===== src/common/sea_pkg.sv =====
// constants, states and timing for the serial eeprom access block
// Behaviour
// - byte write: address, word address, one data byte acked; stop starts programming
// - while programming, no request is acknowledged, not even the slave address
// - 256 bytes, 16 pages of 16; upper nibble page, lower nibble byte
// - up to 16 data bytes are programmed in one write cycle
// - only the in-page address increments; extra bytes wrap and overwrite in the page
// - a page write starts programming right at the closing stop
// - write protect high blocks programming of the whole array
// - write protect low or open leaves writes allowed
// - counter points past the last byte accessed, wrapping from last to first
// - read address byte is acked on the 9th clock, then the counter's byte shifts out
// - selective read: dummy write loads the counter, then repeated start and read
// - bytes keep coming from incrementing addresses while the master acks
// - sequential read wraps from the last location to the first
// - slave address is 1010, three chip-select bits matched to pins, then read/write
// - data sampled on clock rise, driven data changes on clock fall
// - stop after a read returns to standby without programming
package sea_pkg;
  // ===========================================
  // addressing
  localparam logic [3:0] DEV_PATTERN = 4'ha;
  localparam int ADDR_W = 8;
  localparam int PAGE_W = 4;
  localparam int PAGE_BYTES = 16;
  localparam int MEM_BYTES = 256;
  localparam int PIN_W = 6;
  localparam logic [5:0] PIN_RESET = 6'h03;
  // ===========================================
  // bit counter marks within one nine-clock byte slot
  localparam logic [3:0] BIT_ACK = 4'h8;
  localparam logic [3:0] BIT_DONE = 4'h9;
  // ===========================================
  // internal write cycle timing
  localparam int CLK_PERIOD_NS = 5;
  localparam int WR_TIME_NS = 5000000;
  localparam int WR_CYCLES = WR_TIME_NS / CLK_PERIOD_NS;
  localparam int WR_CNT_W = 20;
  // ===========================================
  // transfer phases
  typedef enum logic [5:0] {
    ST_IDLE = 6'h01,
    ST_ADDR = 6'h02,
    ST_WORD = 6'h04,
    ST_WDATA = 6'h08,
    ST_RDATA = 6'h10,
    ST_SKIP = 6'h20
  } sea_state_t;
endpackage


===== src/common/sea_line_if.sv =====
// conditioned bus events passed from the pin front end to the protocol core
interface sea_line_if;
  logic scl_rise;
  logic scl_fall;
  logic start;
  logic stop;
  logic sda;
  logic wp;
  logic [2:0] cs;
  modport rx (output scl_rise, output scl_fall, output start, output stop, output sda, output wp, output cs);
  modport core (input scl_rise, input scl_fall, input start, input stop, input sda, input wp, input cs);
endinterface


===== src/core/sea_eeprom.sv =====
// serial eeprom slave: protocol engine, page buffer, array and write cycle timer
module sea_eeprom
  import sea_pkg::*;
#(
  parameter int unsigned P_WR_CYCLES = sea_pkg::WR_CYCLES
) (
  input wire logic i_sys_clk,
  input wire logic i_resetn,
  input wire logic i_scl,
  input wire logic i_sda_i,
  output logic o_sda_o,
  output logic o_sda_oe,
  input wire logic i_wp,
  input wire logic i_chip_select_bit0,
  input wire logic i_chip_select_bit1,
  input wire logic i_chip_select_bit2,
  output logic o_busy
);
  import sea_pkg::*;

  sea_line_if line ();
  sea_state_t state;
  logic [3:0] cnt;
  logic [7:0] shift;
  logic [7:0] tx;
  logic [ADDR_W-1:0] addr;
  logic rw;
  logic pull;
  logic busy;
  logic [WR_CNT_W-1:0] tmr;
  logic [PAGE_BYTES-1:0] valid;
  logic [7:0] pbuf [PAGE_BYTES];
  logic [7:0] mem [MEM_BYTES];
  logic match;
  logic ack_now;
  logic commit;
  logic [PAGE_W-1:0] page_off;

  sea_line_rx u_rx (
    .i_sys_clk(i_sys_clk),
    .i_resetn(i_resetn),
    .i_scl(i_scl),
    .i_sda(i_sda_i),
    .i_wp(i_wp),
    .i_cs({i_chip_select_bit2, i_chip_select_bit1, i_chip_select_bit0}),
    .o_line(line)
  );

  // ===========================================
  // decode of the completed byte
  assign match = (shift[7:4] == DEV_PATTERN) && (shift[3:1] == line.cs);
  assign ack_now = (state == ST_ADDR) ? (match && !busy) : (state == ST_WORD || state == ST_WDATA);
  assign commit = line.stop && state == ST_WDATA && valid != '0 && !line.wp;
  assign page_off = addr[PAGE_W-1:0];

  // ===========================================
  // bit engine: samples on clock rise, decides phase on clock fall, except a read nack, which moves to ST_SKIP on the rise
  always_ff @(posedge i_sys_clk or negedge i_resetn) begin
    if (!i_resetn) begin
      state <= ST_IDLE;
      cnt <= 4'h0;
      shift <= 8'h00;
      rw <= 1'b0;
    end else if (line.start) begin
      state <= ST_ADDR;
      cnt <= 4'h0;
    end else if (line.stop) begin
      state <= ST_IDLE;
      cnt <= 4'h0;
    end else if (line.scl_rise && state != ST_IDLE && state != ST_SKIP) begin
      cnt <= cnt + 4'h1;
      if (cnt < BIT_ACK) begin
        shift <= {shift[6:0], line.sda};
      end
      if (state == ST_RDATA && cnt == BIT_ACK && line.sda) begin
        state <= ST_SKIP;
      end
    end else if (line.scl_fall && cnt == BIT_ACK) begin
      if (state == ST_ADDR) begin
        rw <= shift[0];
        if (!ack_now) begin
          state <= ST_SKIP;
        end
      end
    end else if (line.scl_fall && cnt == BIT_DONE) begin
      cnt <= 4'h0;
      if (state == ST_ADDR) begin
        state <= rw ? ST_RDATA : ST_WORD;
      end else if (state == ST_WORD) begin
        state <= ST_WDATA;
      end
    end
  end

  // ===========================================
  // open-drain driver; changes only on clock fall, released on start and stop
  always_ff @(posedge i_sys_clk or negedge i_resetn) begin
    if (!i_resetn) begin
      pull <= 1'b0;
      tx <= 8'h00;
    end else if (line.start || line.stop) begin
      pull <= 1'b0;
    end else if (line.scl_fall) begin
      if (cnt == BIT_ACK) begin
        pull <= (state == ST_RDATA) ? 1'b0 : ack_now;
      end else if (cnt == BIT_DONE) begin
        // read data: load the byte under the counter and put out its msb
        if (state == ST_RDATA || (state == ST_ADDR && rw)) begin
          tx <= mem[addr];
          pull <= ~mem[addr][7];
        end else begin
          pull <= 1'b0;
        end
      end else if (state == ST_RDATA && cnt != 4'h0) begin
        tx <= {tx[6:0], 1'b0};
        pull <= ~tx[6];
      end
    end
  end

  // ===========================================
  // address counter: word load, in-page step on writes, full wrap on reads
  always_ff @(posedge i_sys_clk or negedge i_resetn) begin
    if (!i_resetn) begin
      addr <= 8'h00;
    end else if (line.scl_fall && cnt == BIT_ACK && state == ST_WORD) begin
      addr <= shift;
    end else if (line.scl_fall && cnt == BIT_ACK && state == ST_WDATA) begin
      addr <= {addr[ADDR_W-1:PAGE_W], page_off + 4'h1};
    end else if (line.scl_rise && cnt == BIT_ACK && state == ST_RDATA) begin
      addr <= addr + 8'h01;
    end
  end

  // ===========================================
  // page buffer occupancy; a repeated start abandons buffered data
  always_ff @(posedge i_sys_clk or negedge i_resetn) begin
    if (!i_resetn) begin
      valid <= '0;
    end else if (line.start || line.stop) begin
      valid <= '0;
    end else if (line.scl_fall && cnt == BIT_ACK && state == ST_WDATA) begin
      valid[page_off] <= 1'b1;
    end
  end

  // array and page buffer hold no reset; contents are undefined until written
  always_ff @(posedge i_sys_clk) begin
    if (line.scl_fall && cnt == BIT_ACK && state == ST_WDATA) begin
      pbuf[page_off] <= shift;
    end
    if (commit) begin
      for (int i = 0; i < PAGE_BYTES; i++) begin
        if (valid[i]) begin
          mem[{addr[ADDR_W-1:PAGE_W], 4'(i)}] <= pbuf[i];
        end
      end
    end
  end

  // ===========================================
  // write cycle timer; a protected write never goes busy
  always_ff @(posedge i_sys_clk or negedge i_resetn) begin
    if (!i_resetn) begin
      busy <= 1'b0;
      tmr <= '0;
    end else if (commit) begin
      busy <= 1'b1;
      tmr <= WR_CNT_W'(P_WR_CYCLES - 1);
    end else if (busy) begin
      if (tmr == '0) begin
        busy <= 1'b0;
      end else begin
        tmr <= tmr - 1'b1;
      end
    end
  end

  assign o_sda_o = 1'b0;
  assign o_sda_oe = pull;
  assign o_busy = busy;
endmodule


===== src/core/sea_line_rx.sv =====
// pin synchronisers, glitch filter and start/stop/edge detection
module sea_line_rx
  import sea_pkg::*;
(
  input wire logic i_sys_clk,
  input wire logic i_resetn,
  input wire logic i_scl,
  input wire logic i_sda,
  input wire logic i_wp,
  input wire logic [2:0] i_cs,
  sea_line_if.rx o_line
);
  logic [PIN_W-1:0] sync1;
  logic [PIN_W-1:0] sync2;
  logic [PIN_W-1:0] sync3;
  logic [PIN_W-1:0] lvl;
  logic [PIN_W-1:0] prev;

  // ===========================================
  // three-stage synchroniser; first stage feeds only the second
  always_ff @(posedge i_sys_clk or negedge i_resetn) begin
    if (!i_resetn) begin
      sync1 <= PIN_RESET;
      sync2 <= PIN_RESET;
      sync3 <= PIN_RESET;
    end else begin
      sync1 <= {i_cs, i_wp, i_sda, i_scl};
      sync2 <= sync1;
      sync3 <= sync2;
    end
  end

  // a level only moves once stages two and three agree, rejecting single-cycle spikes
  always_ff @(posedge i_sys_clk or negedge i_resetn) begin
    if (!i_resetn) begin
      lvl <= PIN_RESET;
      prev <= PIN_RESET;
    end else begin
      lvl <= (sync3 & ~(sync2 ^ sync3)) | (lvl & (sync2 ^ sync3));
      prev <= lvl;
    end
  end

  // ===========================================
  // events: data moving while the clock stays high are start and stop
  assign o_line.scl_rise = lvl[0] & ~prev[0];
  assign o_line.scl_fall = ~lvl[0] & prev[0];
  assign o_line.start = lvl[0] & prev[0] & prev[1] & ~lvl[1];
  assign o_line.stop = lvl[0] & prev[0] & ~prev[1] & lvl[1];
  assign o_line.sda = lvl[1];
  assign o_line.wp = lvl[2];
  assign o_line.cs = lvl[5:3];
endmodule


===== config.mk =====
export PLATFORM = sky130hd
export DESIGN_NAME = sea_eeprom
export DESIGN_NICKNAME = d
export VERILOG_FILES = /design/src/common/sea_pkg.sv /design/src/common/sea_line_if.sv /design/src/core/sea_eeprom.sv /design/src/core/sea_line_rx.sv
export SDC_FILE = /design/constraint.sdc
export NUM_CORES = 2
export LEC_CHECK = 0
export BUFFER_PORTS_ARGS = -buffer_cell sky130_fd_sc_hd__buf_2
export CAP_MARGIN = 20
export CELL_PAD_IN_SITES_DETAIL_PLACEMENT = 1
export CELL_PAD_IN_SITES_GLOBAL_PLACEMENT = 1
export CORE_MARGIN = 8
export CORE_UTILIZATION = 51
export CTS_CLUSTER_DIAMETER = 30
export DETAILED_ROUTE_END_ITERATION = 10
export GPL_TIMING_DRIVEN = 1
export PLACE_DENSITY = 0.86
export SLEW_MARGIN = 5
export SYNTH_ARGS = -nofsm -noshare
export SYNTH_HDL_FRONTEND = slang
export SYNTH_SLANG_ARGS = --single-unit

===== constraint.sdc =====
create_clock -name i_sys_clk -period 2.95 [get_ports i_sys_clk]
set_input_delay 0.7375 -clock i_sys_clk [delete_from_list [all_inputs] [get_ports i_sys_clk]]
set_output_delay 0.7375 -clock i_sys_clk [all_outputs]
set_load 0.02 [all_outputs]

==> flow_summary_export.csv, run 1 <==
group,metric,value,unit
status,status,"stopped before the end",
status,haltStage,"global routing",
status,tool.error,"[ERROR GRT-0232] Routing congestion too high. Check the congestion heatmap in the GUI.",
sta,worstEpCategory,"register data pin",
yosys,avgSynthCellArea,20.99,um2
die,die_h,431.3,um
global_route,grt_usage,72.21,%
clocking,clk_path_buf_depth,4,
clocking,numCtsBuffers,402,
clocking,numClockSinks,2274,
yosys,ys_warn_count,0,
die,rows,152,
die,initial_core_util,51.27,%
place,placed_area,0.09750,mm2
yosys,synthFlopType,"edfxtp_1",
place,globalplace.congestion,0.9981,
yosys,synth_edf_count,2176,
global_route,grt_overflow,76,
yosys,synth_area_leaders,"edfxtp_1 (74%), mux4_2 (13%), dfrtp_1 (2.5%)",
clocking,h-tree-depth,5,
yosys,yosys_register_bits,2274,
clocking,cts_root_buf,"clkbuf_16",
sta,worst_endpoint,"o_sda_oe$_DFFE_PN0P_/D",
die,die_w,431.3,um
yosys,synth_cell_types,74,
yosys,synth-async-reset-ratio,4.310,%
global_route,grt_start_max_net_pins,52,
place,place.detailed.hpwl,235800,um
yosys,ys_seq_area_share,77.10,%
yosys,synth_top_cell_by_area,"edfxtp_1",
die,io_pins,11,
yosys,synthCells,4189,
yosys,synth.top_cell.area_share,74.30,%
yosys,synth_fp_nets,4206,
global_route,antenna_found_initial,176,
yosys,syn-cell-area,0.08794,mm2
place,io_buffer_count,9,
## metal layers
layer,GRT usage (%),overflow
met4,66.38,52
met1,69.62,1
met5,50.86,0
met3,67.75,1
met2,83.38,22
## logic make-up after synthesis
logic type / after synthesis / share of synthesized area [%]
AO/OA/AOI/OAI: 244 / 1.932
XOR/XNOR: 28 / 0.2788
adder cells (fa/ha/maj): 15 / 0.1963
buffers and inverters: 255 / 1.565
flip-flops: 2274 / 77.10
multiplexers: 699 / 15.53
other: 1 / 0.004264
AND/OR/NAND/NOR: 673 / 3.390
## per-stage QoR
step,hold slack [ns],cells,worst slack (ns)
after detailed placement,0.3370,7209,-0.7016
after CTS,0.1712,8004,-0.2740
after global placement,0.3371,7207,-0.6334
after floorplan,0.3312,4189,-0.009970
## synthesized netlist by cell type, drive strengths merged (10+ instances only)
cell       n
edfxtp  2176
mux4     525
nor2     365
buf      150
nand2    106
mux2i    101
clkbuf    88
dfrtp     87
mux2      73
o22ai     55
nand3     47
nor3      36
a21oi     35
a22oi     27
o21ai     25
nand2b    22
nor4      20
nor2b     19
xnor2     18
inv       16
dfstp     11
nand4     11
o32ai     11
a31oi     10
xor2      10
## repair_timing
item                                    4_1_cts
endpoints found under the hold margin        35
hold buffers                                  7
endpoints found under the setup margin     2028
buffers inserted                             43
gates cloned                                 18
gates resized for setup                     520
pin swaps                                    49
==> run 2: changes to the inputs <==
--- a/config.mk
+++ b/config.mk
@@ -7,14 +7,11 @@
 export LEC_CHECK = 0
 export BUFFER_PORTS_ARGS = -buffer_cell sky130_fd_sc_hd__buf_2
 export CAP_MARGIN = 20
-export CELL_PAD_IN_SITES_DETAIL_PLACEMENT = 1
-export CELL_PAD_IN_SITES_GLOBAL_PLACEMENT = 1
 export CORE_MARGIN = 8
-export CORE_UTILIZATION = 51
-export CTS_CLUSTER_DIAMETER = 30
+export CORE_UTILIZATION = 40
 export DETAILED_ROUTE_END_ITERATION = 10
 export GPL_TIMING_DRIVEN = 1
-export PLACE_DENSITY = 0.86
+export PLACE_DENSITY_LB_ADDON = 0.15
 export SLEW_MARGIN = 5
 export SYNTH_ARGS = -nofsm -noshare
 export SYNTH_HDL_FRONTEND = slang
==> constraint.sdc (replaced) <==
create_clock -name i_sys_clk -period 3.8 [get_ports i_sys_clk]
set_input_delay 0.95 -clock i_sys_clk [delete_from_list [all_inputs] [get_ports i_sys_clk]]
set_output_delay 0.95 -clock i_sys_clk [all_outputs]
set_load 0.02 [all_outputs]
==> flow_summary_export.csv, run 2 <==
group,metric,value,unit
yosys,yosys.cell_count.top_type,"edfxtp_1",
clocking,numClockSinks,2274,
place,place.detailed.hpwl,227300,um
layout,area_delta_synth_final,18.52,%
routing,drcViolationCount,0,
global_route,grt_pass1_vias,48200,
global_route,grt_overflow,0,
layout,layout.nets,4934,
clocking,clk_path_buf_depth,3,
job,maxCapViolations,0,
sta,relSlewSlack,21.22,%
critical_path,crit_path_end_kind,"flop",
layout,drive_gt1_share,33.41,%
yosys,synth_fp_nets,4206,
die,die_h,484.9,um
critical_path,critPathMaxStageDelay,0.74,ns
place,io_buffer_count,9,
critical_path,setup.worst_path.start,"addr[0]",
power,internal-power,42.01,mW
yosys,synth_edf_count,2176,
sta,hold_viol_final,0,
die,rows,172,
clocking,ctsHoldBuffers,0,
sta,clock.fmax,263.7,MHz
yosys,avgSynthCellArea,20.99,um2
routing,drt_first_pass_iters,6,
layout,fillers,18150,
sta,min_period_over_period,99.78,%
die,initial_core_util,40.14,%
die,core,0.2191,mm2
critical_path,cp_max_fo,34,
die,io_pins,11,
clocking,path_clk_slew,0.07,ns
routing,routed_via_density,6.247,
power,p_leak,33.34,nW
global_route,grt_start_max_net_pins,60,
layout,layout_common_cells,"edfxtp_1 (2176), buf_4 (689), mux4_2 (525), nor2_1 (364), clkbuf_16 (228)",
critical_path,cp_slowest_cell,"o311ai_0",
clocking,h-tree-depth,4,
power,totalPowerFinal,53.50,mW
global_route,antenna_found_initial,74,
place,globalplace.congestion,0.9296,
routing,drt_iter0_drc,9318,
sta,finalSetupTns,0,ns
yosys,synth.top_cell.area_share,74.30,%
global_route,grt_first_pass_wirelength,449500,um
global_route,met2_usage,43.00,%
routing,route.antenna.remaining_nets,0,
yosys,ys_warn_count,0,
critical_path,cp.arrival,4.54,ns
clocking,numCtsBuffers,225,
yosys,yosys_register_bits,2274,
power,pwr-share-comb,3.9,%
layout,multiInputGateArea,0.01880,mm2
routing,post_drt_wl_per_cell,42.81,um
layout,fin_cells,8003,
worst_hold_path,hold_class,"input port to async pin",
global_route,use_met1,39.01,%
yosys,synth_cell_types,74,
yosys,synth_top_cell_by_area,"edfxtp_1",
global_route,busiest_layer,"met2",
power,ir_drop,589.1,uV
power,swShare,21.47,%
critical_path,start_kind,"flop",
routing,num_vias,49990,
yosys,ys_top_cells_by_count,"edfxtp_1 (2176), mux4_2 (525), nor2_1 (365), nand2_1 (106), mux2i_1 (101)",
layout,ff_latch_area,0.06782,mm2
power,p_per_area,513.3,mW/mm2
yosys,synthCells,4189,
yosys,synth_area_leaders,"edfxtp_1 (74%), mux4_2 (13%), dfrtp_1 (2.5%)",
clocking,cts_tree,"yes",
power,power.share.sequential,51.7,%
yosys,ys_seq_area_share,77.10,%
sta,setup_viol,0,
sta,fin_skew,0.04592,ns
sta,fin_hold_ws,0.09856,ns
yosys,syn-cell-area,0.08794,mm2
routing,drt-total-wl,342600,um
die,die_w,484.9,um
clocking,cts_root_buf,"clkbuf_16",
yosys,synth-async-reset-ratio,4.310,%
sta,finalCriticalPeriod,3.792,ns
sta,worstMarginPinSlew,1.182,ns
yosys,synthFlopType,"edfxtp_1",
sta,rsz0062_at_grt,"no",
layout,final_common_cell,"edfxtp_1",
die,die_area,0.2351,mm2
critical_path,criticalPathCategory,"flop to flop",
critical_path,required,4.55,ns
critical_path,reg2reg_from,"addr[0]",
power,clkPwrFrac,44.3,%
critical_path,path_cells,"buf_12, buf_12, mux4_2, mux2i_1, a2111oi_0, buf_4, o311ai_0, buf_4, a21oi_1",
layout,largest_reg_flops,2048,
power,p_sw,11.49,mW
clocking,post-cts-setup-buffers,0,
sta,slew_violations,0,
global_route,grtUsageMet3,6.559,%
global_route,grt_usage,28.48,%
status,status,"finished clean",
clocking,clock_latency,0.90,ns
place,dpl.cell_count,7560,
run 2: cell counts after synthesis:
Identical to the previous run, type by type.
run 2: through the flow:
step	setup WS [ns]	util [%]	cell area (um2)
3_5_place_dp	-0.2285	43.96	96300
6_report	0.008230	47.58	104200
3_3_place_gp	-0.2133	43.93	96250
5_1_grt	0.06868	47.57	104200
2_1_floorplan	0.8400	-	87940
4_1_cts	0.03498	47.55	104200
run 2: per-layer routing:
layer / up-vias / share of wire, %
met5: - / 0.0038
met4: 2 / 6.1
met3: 602 / 12
met2: 3838 / 45
met1: 26790 / 37
li1: 18760 / -
run 2: cell type report:
type	count	share of cell area, %
Inverter	17	0.06122
Antenna cell	11	0.02641
Clock buffer	265	5.626
Timing Repair Buffer	739	5.829
Multi-Input combinational cell	1660	18.03
Clock inverter	166	1.905
Sequential cell	2274	65.07
Tap cell	2871	3.446
run 2: cell families (layout without fill, tap and decap cells):
family	after synthesis	in the layout	synth area share (%)
compound gates	244	244	1.932
xor+xnor	28	28	0.2788
fa+ha+maj	15	15	0.1963
buf+inv	255	1187	1.565
flops	2274	2274	77.10
mux	699	699	15.53
other cells	1	12	0.004264
simple gates	673	673	3.390
run 2: what timing repair did:
item / 4_1_cts / 5_1_grt
resized for setup: 2 / 2
endpoints found under the hold margin: 0 / 0
endpoints found under the setup margin: 1 / 2
run 2: critical path: cells and delay by family, from the launching register on:
family	cells	cell delay [ns]
muxes	2	1.13
DFF	1	0.49
AOI/OAI and AO/OA	3	1.02
buffers and inverters	4	0.90
run 2: power groups by stage:
stage	sequential [mW]	combinational, mW	clock (mW)
6_report	27.7	2.11	23.7
4_1_cts	27.7	2.13	23.9
3_3_place_gp	28.2	2.11	0
2_1_floorplan	28.1	1.28	0
3_5_place_dp	28.2	2.12	0
5_1_grt	27.7	2.20	24.8
run 2: final timing paths:
check / endpoint / slack, ns / cells past startpoint
max reg2reg: tx[4] / 0.008 / 9
min in group i_sys_clk: u_rx.sync1[1] / 0.16 / 1
min reg2reg: u_rx.sync2[1] / 0.35 / 0
max in group asynchronous: u_rx.prev[1] / 2.90 / 2
min: shift[4] / 0.1 / 1
max: tx[4] / 0.008 / 9
Note: power is estimated with default switching activity, not from simulation.
